[src/verilog/psq_pkg.sv]
// psq_pkg: shared constants and types for the module power-state sequencer
package psq_pkg;

  // timing: the clock period and the hardware-shutdown low time
  localparam int CLK_PERIOD_NS = 100;
  localparam int HW_OFF_LOW_NS = 10000;
  localparam int CNT_W         = 8;
  // least time, so the cycle count rounds up
  localparam logic [CNT_W-1:0] HW_OFF_CYC =
    CNT_W'((HW_OFF_LOW_NS + CLK_PERIOD_NS - 1) / CLK_PERIOD_NS);

  // wake source groups
  localparam int NUM_CONN_WAKE   = 4;
  localparam int NUM_PERIPH_WAKE = 4;

  // bit positions inside the synchronised pin vector
  localparam int SB_PWR_EN    = 0;
  localparam int SB_RST_LINE  = 1;
  localparam int SB_STRAP_N   = 2;
  localparam int SB_PWR_GOOD  = 3;
  localparam int SB_THERM     = 4;
  localparam int SB_UVOLT     = 5;
  localparam int SB_TEMP_HOT  = 6;
  localparam int SB_TEMP_COLD = 7;
  localparam int SB_VBUS      = 8;
  localparam int SB_CONN_LO   = 9;
  localparam int SB_PERIPH_LO = SB_CONN_LO + NUM_CONN_WAKE;
  localparam int SB_SHDN_LINE = SB_PERIPH_LO + NUM_PERIPH_WAKE;
  localparam int SYNC_W       = SB_SHDN_LINE + 1;

  // sequencer states, one-hot
  typedef enum logic [5:0] {
    ST_OFF       = 6'h01,
    ST_PWR_UP    = 6'h02,
    ST_ON        = 6'h04,
    ST_SLEEP     = 6'h08,
    ST_SHUT_WAIT = 6'h10,
    ST_PWR_DOWN  = 6'h20
  } psq_state_type;

  // coarse power state reported to the rest of the module
  localparam logic [1:0] PST_OFF   = 2'h0;
  localparam logic [1:0] PST_ON    = 2'h1;
  localparam logic [1:0] PST_SLEEP = 2'h2;

  // reset values of the registered outputs and of the synchroniser flops
  localparam logic RST_LINE_OE_N_RST = 1'h0;
  localparam logic SHDN_OE_N_RST     = 1'h1;
  localparam logic ASLEEP_N_RST      = 1'h1;
  localparam logic PMIC_EN_RST       = 1'h0;
  localparam logic SOC_RST_N_RST     = 1'h0;
  localparam logic RECOVERY_RST      = 1'h0;
  localparam logic IO_HOLD_RST       = 1'h0;
  localparam logic SYNC_RST          = 1'h0;

endpackage

[src/verilog/psq_pin_if.sv]
// psq_pin_if: raw pin levels into the synchroniser and their synced copies
`timescale 1ns/100ps
`default_nettype none

interface psq_pin_if;
  logic [psq_pkg::SYNC_W-1:0] raw;
  logic [psq_pkg::SYNC_W-1:0] synced;

  modport syncer (input raw, output synced);
  modport core   (output raw, input synced);
endinterface

`default_nettype wire

[src/verilog/psq_pin_sync.sv]
// psq_pin_sync: two-flop synchroniser for every asynchronous pin level
`timescale 1ns/100ps
`default_nettype none

module psq_pin_sync (
  // clock and reset
  input  wire logic     clk_i,
  input  wire logic     rst_n_i,
  // pins in, synced levels out
  psq_pin_if.syncer     pins
);

  typedef struct packed {
    logic [psq_pkg::SYNC_W-1:0] meta;
    logic [psq_pkg::SYNC_W-1:0] stable;
  } psq_sync_type;

  psq_sync_type q;
  psq_sync_type d;

  // meta is read only by the second stage
  always_comb begin
    d        = q;
    d.meta   = pins.raw;
    d.stable = q.meta;
  end

  always_ff @(posedge clk_i or negedge rst_n_i) begin
    if (!rst_n_i) begin
      q <= {(2 * psq_pkg::SYNC_W){psq_pkg::SYNC_RST}};
    end else begin
      q <= d;
    end
  end

  assign pins.synced = q.stable;

endmodule // psq_pin_sync

`default_nettype wire

[src/verilog/psq_sequencer.sv]
// psq_sequencer: OFF/ON/SLEEP power sequencer facing the carrier board
//
// Notes on behaviour
// - OFF goes to ON only on a rising edge of the power-on request.
// - Module releases reset line after its own power sequence completes.
// - Reset line low holds processor and onboard storage in reset.
// - In ON, power-on request low for 10 us starts hardware shutdown.
// - Any shutdown cause drives the shutdown request output low; undervolt and software shutdown are acted on only in ON.
// - Supply shutdown starts only after the power-on request has dropped.
// - Reset line goes low after request falls; supplies may then go off.
// - OFF is the reset default and is entered only from ON.
// - SLEEP only from ON; ON only from OFF or SLEEP.
// - Software shutdown only while software runs; thermal from power-up, ON or SLEEP.
// - In SLEEP the reset line, shutdown request and supply enable keep their levels from before sleep.
// - SLEEP is left only on a wake event or a thermal trip.
// - Temperature beyond hot or cold limits wakes a sleeping module.
// - VBUS and connector wake signals can be enabled as wake events.
// - Peripheral wake sources (SPI, I2C, clock, USB) leave deep sleep.
// - Asleep indicator is low while in deep sleep.
// - Strap low when reset line rises selects USB recovery mode.
`timescale 1ns/100ps
`default_nettype none

module psq_sequencer (
  // clock and reset
  input  wire logic                                 clk_i,
  input  wire logic                                 rst_n_i,
  // carrier board handshake
  input  wire logic                                 power_en_i,
  input  wire logic                                 module_reset_line_i,
  output logic                                      module_reset_line_o,
  output logic                                      module_reset_line_oe_n_o,
  input  wire logic                                 shutdown_req_i,
  output logic                                      shutdown_req_o,
  output logic                                      shutdown_req_oe_n_o,
  input  wire logic                                 recovery_strap_n_i,
  output logic                                      asleep_indicator_n_o,
  // on-module supply and event inputs
  input  wire logic                                 supply_good_i,
  input  wire logic                                 thermal_trip_i,
  input  wire logic                                 undervolt_i,
  input  wire logic                                 temp_hot_i,
  input  wire logic                                 temp_cold_i,
  // wake sources
  input  wire logic                                 vbus_i,
  input  wire logic [psq_pkg::NUM_CONN_WAKE-1:0]    conn_wake_i,
  input  wire logic                                 spi_wake_i,
  input  wire logic                                 i2c_wake_i,
  input  wire logic                                 rtc_wake_i,
  input  wire logic                                 usb_wake_i,
  // software requests and wake configuration, same clock
  input  wire logic                                 sw_shutdown_i,
  input  wire logic                                 sw_running_i,
  input  wire logic                                 sleep_req_i,
  input  wire logic                                 vbus_wake_en_i,
  input  wire logic [psq_pkg::NUM_CONN_WAKE-1:0]    conn_wake_en_i,
  // on-module controls and status
  output logic                                      supply_enable_o,
  output logic                                      soc_reset_n_o,
  output logic                                      storage_reset_n_o,
  output logic                                      recovery_mode_o,
  output logic                                      io_hold_o,
  output logic [1:0]                                power_state_o
);

  typedef struct packed {
    psq_pkg::psq_state_type       st;
    logic [psq_pkg::CNT_W-1:0]    low_cnt;
    logic                         pe_prev;
    logic                         rl_prev;
    logic                         rst_oe_n;
    logic                         shdn_oe_n;
    logic                         asleep_n;
    logic                         pmic_en;
    logic                         soc_rst_n;
    logic                         recovery;
    logic                         io_hold;
    logic [1:0]                   pstate;
  } psq_core_type;

  localparam psq_core_type CORE_RST = '{
    st:        psq_pkg::ST_OFF,
    low_cnt:   '0,
    pe_prev:   psq_pkg::SYNC_RST,
    rl_prev:   psq_pkg::SYNC_RST,
    rst_oe_n:  psq_pkg::RST_LINE_OE_N_RST,
    shdn_oe_n: psq_pkg::SHDN_OE_N_RST,
    asleep_n:  psq_pkg::ASLEEP_N_RST,
    pmic_en:   psq_pkg::PMIC_EN_RST,
    soc_rst_n: psq_pkg::SOC_RST_N_RST,
    recovery:  psq_pkg::RECOVERY_RST,
    io_hold:   psq_pkg::IO_HOLD_RST,
    pstate:    psq_pkg::PST_OFF
  };

  psq_core_type q;
  psq_core_type d;

  // pin synchronisation
  psq_pin_if pins ();

  assign pins.raw = {shutdown_req_i,
                     usb_wake_i, rtc_wake_i, i2c_wake_i, spi_wake_i,
                     conn_wake_i,
                     vbus_i, temp_cold_i, temp_hot_i, undervolt_i,
                     thermal_trip_i, supply_good_i, recovery_strap_n_i,
                     module_reset_line_i, power_en_i};

  psq_pin_sync u_sync (
    .clk_i   (clk_i),
    .rst_n_i (rst_n_i),
    .pins    (pins)
  );

  logic                             pe;
  logic                             rl;
  logic                             strap_n;
  logic                             pgood;
  logic                             therm;
  logic                             uvolt;
  logic                             temp_out;
  logic                             vbus;
  logic [psq_pkg::NUM_CONN_WAKE-1:0] conn;
  logic [psq_pkg::NUM_PERIPH_WAKE-1:0] periph;
  logic                             shdn_line;
  logic                             pe_rise;
  logic                             rl_rise;
  logic                             hw_off;
  logic                             shdn_cause;
  logic                             wake;

  assign pe       = pins.synced[psq_pkg::SB_PWR_EN];
  assign rl       = pins.synced[psq_pkg::SB_RST_LINE];
  assign strap_n  = pins.synced[psq_pkg::SB_STRAP_N];
  assign pgood    = pins.synced[psq_pkg::SB_PWR_GOOD];
  assign therm    = pins.synced[psq_pkg::SB_THERM];
  assign uvolt    = pins.synced[psq_pkg::SB_UVOLT];
  assign temp_out = pins.synced[psq_pkg::SB_TEMP_HOT]
                  | pins.synced[psq_pkg::SB_TEMP_COLD];
  assign vbus     = pins.synced[psq_pkg::SB_VBUS];
  assign conn     = pins.synced[psq_pkg::SB_CONN_LO +:
                                psq_pkg::NUM_CONN_WAKE];
  assign periph   = pins.synced[psq_pkg::SB_PERIPH_LO +:
                                psq_pkg::NUM_PERIPH_WAKE];
  assign shdn_line = pins.synced[psq_pkg::SB_SHDN_LINE];

  // only an edge counts; pe_prev resets low, so a request already high at reset still starts us
  assign pe_rise = pe & ~q.pe_prev;
  assign rl_rise = rl & ~q.rl_prev;

  // short dips below the low time are treated as noise
  assign hw_off = (q.st == psq_pkg::ST_ON)
                & (q.low_cnt >= psq_pkg::HW_OFF_CYC);

  // software may ask only while it is running; thermal needs no guard
  assign shdn_cause = (sw_shutdown_i & sw_running_i) | therm | uvolt;

  assign wake = temp_out
              | (vbus & vbus_wake_en_i)
              | (|(conn & conn_wake_en_i))
              | (|periph);

  always_comb begin
    d         = q;
    d.pe_prev = pe;
    d.rl_prev = rl;
    if (pe) begin
      d.low_cnt = '0;
    end else if (q.low_cnt != psq_pkg::HW_OFF_CYC) begin
      d.low_cnt = q.low_cnt + psq_pkg::CNT_W'(1);
    end
    // strap is caught at the release edge of the reset line
    if (rl_rise) begin
      d.recovery = ~strap_n;
    end
    // a carrier pull on the line resets soc and storage alike
    d.soc_rst_n = rl & q.rst_oe_n;
    unique case (q.st)
      psq_pkg::ST_OFF: begin
        if (pe_rise) begin
          d.st      = psq_pkg::ST_PWR_UP;
          d.pmic_en = 1'b1;
        end
      end
      psq_pkg::ST_PWR_UP: begin
        if (therm) begin
          d.st        = psq_pkg::ST_SHUT_WAIT;
          d.shdn_oe_n = 1'b0;
        end else if (!pe) begin
          d.st      = psq_pkg::ST_PWR_DOWN;
          d.pmic_en = 1'b0;
        end else if (pgood) begin
          d.st       = psq_pkg::ST_ON;
          d.rst_oe_n = 1'b1;
        end
      end
      psq_pkg::ST_ON: begin
        if (hw_off) begin
          // request is already low, so supplies may go at once
          d.st        = psq_pkg::ST_PWR_DOWN;
          d.shdn_oe_n = 1'b0;
          d.rst_oe_n  = 1'b0;
          d.pmic_en   = 1'b0;
        end else if (shdn_cause) begin
          d.st        = psq_pkg::ST_SHUT_WAIT;
          d.shdn_oe_n = 1'b0;
        end else if (sleep_req_i) begin
          d.st       = psq_pkg::ST_SLEEP;
          d.asleep_n = 1'b0;
          d.io_hold  = 1'b1;
        end
      end
      psq_pkg::ST_SLEEP: begin
        // pad levels are left untouched here, so they hold
        if (therm) begin
          d.st        = psq_pkg::ST_SHUT_WAIT;
          d.shdn_oe_n = 1'b0;
          d.asleep_n  = 1'b1;
          d.io_hold   = 1'b0;
        end else if (wake) begin
          d.st       = psq_pkg::ST_ON;
          d.asleep_n = 1'b1;
          d.io_hold  = 1'b0;
        end
      end
      psq_pkg::ST_SHUT_WAIT: begin
        // even a self-requested shutdown waits for the carrier to drop
        if (!pe) begin
          d.st       = psq_pkg::ST_PWR_DOWN;
          d.rst_oe_n = 1'b0;
          d.pmic_en  = 1'b0;
        end
      end
      psq_pkg::ST_PWR_DOWN: begin
        if (!pgood) begin
          d.st        = psq_pkg::ST_OFF;
          d.shdn_oe_n = 1'b1;
        end
      end
      default: begin
        d = CORE_RST;
      end
    endcase
    unique case (d.st)
      psq_pkg::ST_OFF:   d.pstate = psq_pkg::PST_OFF;
      psq_pkg::ST_SLEEP: d.pstate = psq_pkg::PST_SLEEP;
      default:           d.pstate = psq_pkg::PST_ON;
    endcase
  end

  always_ff @(posedge clk_i or negedge rst_n_i) begin
    if (!rst_n_i) begin
      q <= CORE_RST;
    end else begin
      q <= d;
    end
  end

  // open-drain lines only ever pull low
  assign module_reset_line_o      = 1'b0;
  assign module_reset_line_oe_n_o = q.rst_oe_n;
  assign shutdown_req_o           = 1'b0;
  assign shutdown_req_oe_n_o      = q.shdn_oe_n;
  assign asleep_indicator_n_o     = q.asleep_n;
  assign supply_enable_o          = q.pmic_en;
  assign soc_reset_n_o            = q.soc_rst_n;
  assign storage_reset_n_o        = q.soc_rst_n;
  assign recovery_mode_o          = q.recovery;
  assign io_hold_o                = q.io_hold;
  assign power_state_o            = q.pstate;
endmodule // psq_sequencer

`default_nettype wire
[config.mk]
export PLATFORM = sky130hd
export DESIGN_NAME = psq_sequencer
export DESIGN_NICKNAME = d
export VERILOG_FILES = /design/src/verilog/psq_pkg.sv /design/src/verilog/psq_pin_if.sv /design/src/verilog/psq_pin_sync.sv /design/src/verilog/psq_sequencer.sv
export SDC_FILE = /design/constraint.sdc
export NUM_CORES = 1
export LEC_CHECK = 0
export CAP_MARGIN = 20
export CORE_UTILIZATION = 50
export CTS_CLUSTER_SIZE = 10
export DETAILED_ROUTE_END_ITERATION = 10
export DONT_BUFFER_PORTS = 1
export GPL_ROUTABILITY_DRIVEN = 0
export PLACE_DENSITY = 0.68
export SLEW_MARGIN = 20
export SYNTH_ARGS = -nofsm -noshare
export SYNTH_HDL_FRONTEND = slang
export SYNTH_SLANG_ARGS = --single-unit
[constraint.sdc]
create_clock -name clk_i -period 1.7 [get_ports clk_i]
set_input_delay 0.255 -clock clk_i [delete_from_list [all_inputs] [get_ports clk_i]]
set_output_delay 0.255 -clock clk_i [all_outputs]
set_load 0.03 [all_outputs]
# ---- Word level (Yosys, flattened, before mapping)
# Index checks and enable logic that the tools add are counted.
dict set report word_totals {
  output_inout_bits 12
  in_bits 28
  reg_bits 59
}
dict set report classes {
  bitwise 20
  n_reduce_logical 12
  eq_ne 24
  magnitude_cmp 1
  n_mux 45
  n_addsub 1
}
# operator count
set op_table {}
lappend op_table {{2-to-1 mux 6 bit} 11}
lappend op_table {{one-hot mux 6 bit (6 select lines)} 1}
lappend op_table {{2-to-1 mux 1 bit} 23}
lappend op_table {{2-to-1 mux 8 bit} 2}
lappend op_table {{inequality test 2 bit, second input constant} 8}
lappend op_table {{== test 6 x 1 -> 1 bit, second input constant} 2}
lappend op_table {{== test 6 x 4 -> 1 bit, second input constant} 2}
lappend op_table {{OR reduction 4 bit} 3}
lappend op_table {{2-to-1 mux 10 bit} 1}
lappend op_table {{adder 8 x 1 -> 8 bit, second input constant} 1}
lappend op_table {{>= comparator 8 x 7 -> 1 bit, second input constant} 1}
lappend op_table {{inequality test 2 x 1 -> 1 bit, second input constant} 4}
lappend op_table {{inequality test 8 x 7 -> 1 bit, second input constant} 1}
lappend op_table {{one-hot mux 1 bit (4 select lines)} 2}
lappend op_table {{AND reduction 4 bit} 2}
lappend op_table {{NOT 1 bit} 7}
lappend op_table {{bitwise AND 1 bit} 6}
lappend op_table {{== test 6 x 2 -> 1 bit, second input constant} 1}
lappend op_table {{== test 6 x 3 -> 1 bit, second input constant} 1}
lappend op_table {{== test 6 x 5 -> 1 bit, second input constant} 1}
lappend op_table {{== test 6 bit, second input constant} 1}
lappend op_table {{bitwise OR 1 bit} 6}
lappend op_table {{one-hot mux 1 bit (3 select lines)} 2}
lappend op_table {{AND reduction 6 bit} 1}
lappend op_table {{11 further kinds} 13}

# ---- Logic depth before layout (Yosys ltp)
dict set report depth {
  depth_word 9
  mapped_depth 8
}

# ---- Modules after synthesis
# From an unflattened synthesis, not the netlist that was laid out.
dict set report hier_totals {
  cells_unflattened 206
  area_unflattened_um2 2454.9
}
# mod n_inst area_each_um2 seq_area_each_um2 cells_each
set modules_own_cells {}
lappend modules_own_cells {psq_sequencer 1 1554.0 629.4 170}
lappend modules_own_cells {psq_pin_sync 1 900.9 900.9 36}

# ---- Least setup slack after synthesis
# No wires, ideal clock.
dict set report synth_timing {
  path_kind {reg-to-reg}
  startpoint {register q[19] in the netlist's numbering}
  endpoint {register q, in the netlist power_state_o[0]}
  setup_slack_ns -0.102
  t_arrival_ns 1.716
  synth_period_minus_slack_ns 1.802
  path_stages_with_launch 7
  t_required_ns 1.614
  cell_sequence {dfstp_2 buf_2 nor3_1 and3_2 a22o_1 o32a_2 nor3_1}
}
# element line
set synth_rtl {}
lappend synth_rtl {{start, declared} psq_sequencer.sv:96} ;# psq_core_type q;
lappend synth_rtl {{start signal, assigned} psq_sequencer.sv:253} ;# q <= CORE_RST;
lappend synth_rtl {{start signal, assigned} psq_sequencer.sv:255} ;# q <= d;

==> key figures <==
Run status
  – Status: finished, violations left
  – Failing checks: design-rule violations, negative setup slack

Detailed routing
  – Vias: 1700
  – WL/cell: 16.4 um
  – Remaining DRCs: 3
  – Avg Vias per Cell: 5.70
  – Total wire length: 4.90 mm
  – Post-route ant nets: 0
  – Drt initial violations: 149
  – Initial DRT Pass Iterations: 7

STA
  – Setup violators final: 11
  – Hold Fails Final Rpt: 0
  – Slew margin rel.: 64.2%
  – RSZ-0062 raised after global routing: true
  – Worst Max-Slew Pin Slew: 0.537 ns
  – Clock skew: 0.00887 ns
  – Final period utilization: 106%
  – Max Fclk: 556 MHz
  – Tmin final: 1.80 ns
  – Setup WS post-layout: -0.0981 ns
  – Max Slew Vio Count: 0

Power and ir drop
  – Reg power frac: 42.7%
  – Psw: 0.00147 W
  – Power per cell area: 1410 nW/um^2
  – Peak supply drop: 0.00116 V
  – Int Pwr: 0.00292 W
  – Leakage: 1.38 nW
  – Tot Pwr: 0.00439 W
  – Sw frac: 33.5%
  – Share of power burned in combinational logic: 29.1%
  – Clock power frac: 28.2%

Global routing
  – First-pass GRT wire length: 8.18 mm
  – Pin count of the biggest net entering global routing: 60
  – Total congestion overflow: 0
  – Number of global-route vias before repair: 1739
  – GRT Util Overall: 22.3%
  – Initial antenna violation count: 0

Critical path
  – Crit path max fanout: 4
  – Critical Path AT: 2.00 ns
  – CP Capture Type: register
  – CP bufs+invs: 0
  – Critical path's slowest cell: or4_4
  – WP data required: 1.91 ns
  – Startpoint Class: register
  – CP top delay family: simple AND/OR/NAND/NOR gates
  – CP Cell Sequence: or4_4 > a2111oi_4 > and4b_2 > o32a_2 > nor3_1
  – Kind of critical path: reg2reg
  – Critical Path Max Stage Delay: 0.54 ns

Layout
  – N_diodes: 0
  – Final Cell Area: 3100 sq um
  – Share of cells above drive strength 1: 30.9%
  – Most common cell after layout, fill and taps aside: dfrtp_1
  – Core Util, Final: 69.8%
  – Syn-to-layout area delta: 31.7%
  – # fillers: 306
  – Most frequent cells in the layout: 56 x dfrtp_1, 27 x buf_4, 18 x dlygate4sd3_1, 14 x nand3_1, 13 x nor2_1
  – Fin nets: 271

Synthesis
  – EDFF count, synth: 0
  – Cells after Synth: 193
  – Dominant synthesized flop cell: dfrtp_1
  – Asr flop ratio synth: 100%
  – Yosys reg bits: 59
  – Mean post-synth cell area: 12.2 sq um
  – Netlist Area Pre-Place: 2350 sq um
  – Unique cell type count in the Yosys netlist: 53
  – YS warnings: 0
  – Seq/Total Area, Yosys: 62.9%

Floorplanning
  – CORE AREA: 4440 sq um
  – Die Area: 4990 sq um
  – Boundary Pins: 40
  – Chip width: 70.6 um
  – Initial core utilization: 53.0%
  – Chip height: 70.6 um
  – Row count: 24

Place
  – Post-placement setup slack: -0.128 ns
  – Placed Area: 2570 sq um
  – I/O Buffers: 0
  – Hpwl dp: 3.26 mm

Clock tree
  – Worst-path clk slew: 0.07 ns
  – Total CTS buffers: 9
  – Clk root buf: clkbuf_8
  – Clock Path Buffers: 2
  – H-tree Lvls: 3
  – Clock sinks: 59
  – Clock Latency Late Sink: 0.33 ns
  – CTS tree: built

Run
  – Max cap viols: 0

Worst hold path
  – Hold WC Path Type: in2reg
## logic make-up after synthesis
group | synth area share [%]
other | 0.159
buffers and inverters | 4.04
AND/OR/NAND/NOR | 17.8
XOR/XNOR | 3.35
adder cells (fa/ha/maj) | 1.06
flip-flops | 62.9
AO/OA/AOI/OAI | 10.7
## stage by stage
step / hold slack (ns) / setup TNS [ns] / std cells
CTS: 0.0732 / -0.428 / 296
finish: 0.0530 / -0.330 / 298
global route: 0.0332 / -1.42 / 298
global placement: -0.0392 / -0.476 / 262
detailed placement: -0.0395 / -0.886 / 262
floorplan: -0.0406 / -0.130 / 194
## final cells by class
class                      instances  area, sq um  share of cell area, %
timing repair buffer              48          433                   14.0
sequential                        59         1480                   47.7
clock buffer                      12          145                   4.68
tap                               52         65.1                   2.10
inverter                           4         15.0                  0.484
multi-input combinational        119          913                   29.4
clock inverter                     4         50.0                   1.61
## final timing paths
kind	start	to	slack [ns]	cells after the start
max in group asynchronous	rst_n_i	shutdown_req_oe_n_o$_DFFE_PN1P_	0.96	2
setup reg to reg	u_sync.pins.synced[6]$_DFF_PN0_	power_state_o[0]$_DFF_PN0_	-0.1	5
min in group asynchronous	rst_n_i	module_reset_line_oe_n_o$_DFFE_PN0P_	0.45	2
hold reg to reg	u_sync.d[1]$_DFF_PN0_	u_sync.pins.synced[1]$_DFF_PN0_	0.35	0
hold / removal	sleep_req_i	q[21]$_DFF_PN0_	0.05	1
setup / recovery	u_sync.pins.synced[6]$_DFF_PN0_	power_state_o[0]$_DFF_PN0_	-0.1	5
## synth_stat cells (all sizes together), types with 2 or more instances
library cell  number  area share, %
o221ai             2           0.74
nand2b             2           0.53
a31oi              2           0.53
xnor2              2           0.74
a21oi              3           0.64
or4                3            1.3
o21ai              6            1.3
inv                4           0.64
nand3b             2           0.64
a22oi              2           0.64
nor2              18            3.0
o21a               2           0.64
nor4               5            1.3
dfrtp             56             60
and3               3           0.85
nor3               5            1.1
nor3b              2           0.64
xor2               7            2.6
nor2b              4            1.1
nand2              9            1.4
nand3             15            3.4
o32a               2           0.90
buf               11            3.2
dfstp              3            3.3
ha                 2            1.1
## sequential cells by signal, indices dropped and copies added (netlist names)
signal                    flops
q                            16
power_state_o                 2
soc_reset_n_o                 1
u_sync.d                     17
u_sync.pins.synced           17
recovery_mode_o               1
supply_enable_o               1
module_reset_line_oe_n_o      1
asleep_indicator_n_o          1
shutdown_req_oe_n_o           1
io_hold_o                     1
## per-layer routing
layer,wire (um),share of wire [%],GRT usage (%)
met1,1850,38,26.1
met2,2490,51,37.0
met3,383,7.8,7.83
met4,172,3.5,10.4
met5,0,0,0
## timing repair
action	CTS	global route
resized for setup	8	17
hold endpoints to repair	76	0
pin swaps	8	10
hold buffers	19	0
setup endpoints to repair	16	23
buffers inserted	0	2
## power by group through the flow
stage               sequential [W]  combinational, W  clock, W
floorplan                  0.00181          0.000735         0
detailed placement         0.00189           0.00103         0
CTS                        0.00186           0.00112   0.00126
global placement           0.00188          0.000989         0
global route               0.00190           0.00140   0.00134
finish                     0.00187           0.00128   0.00124
(Power assumes the default switching activity.)
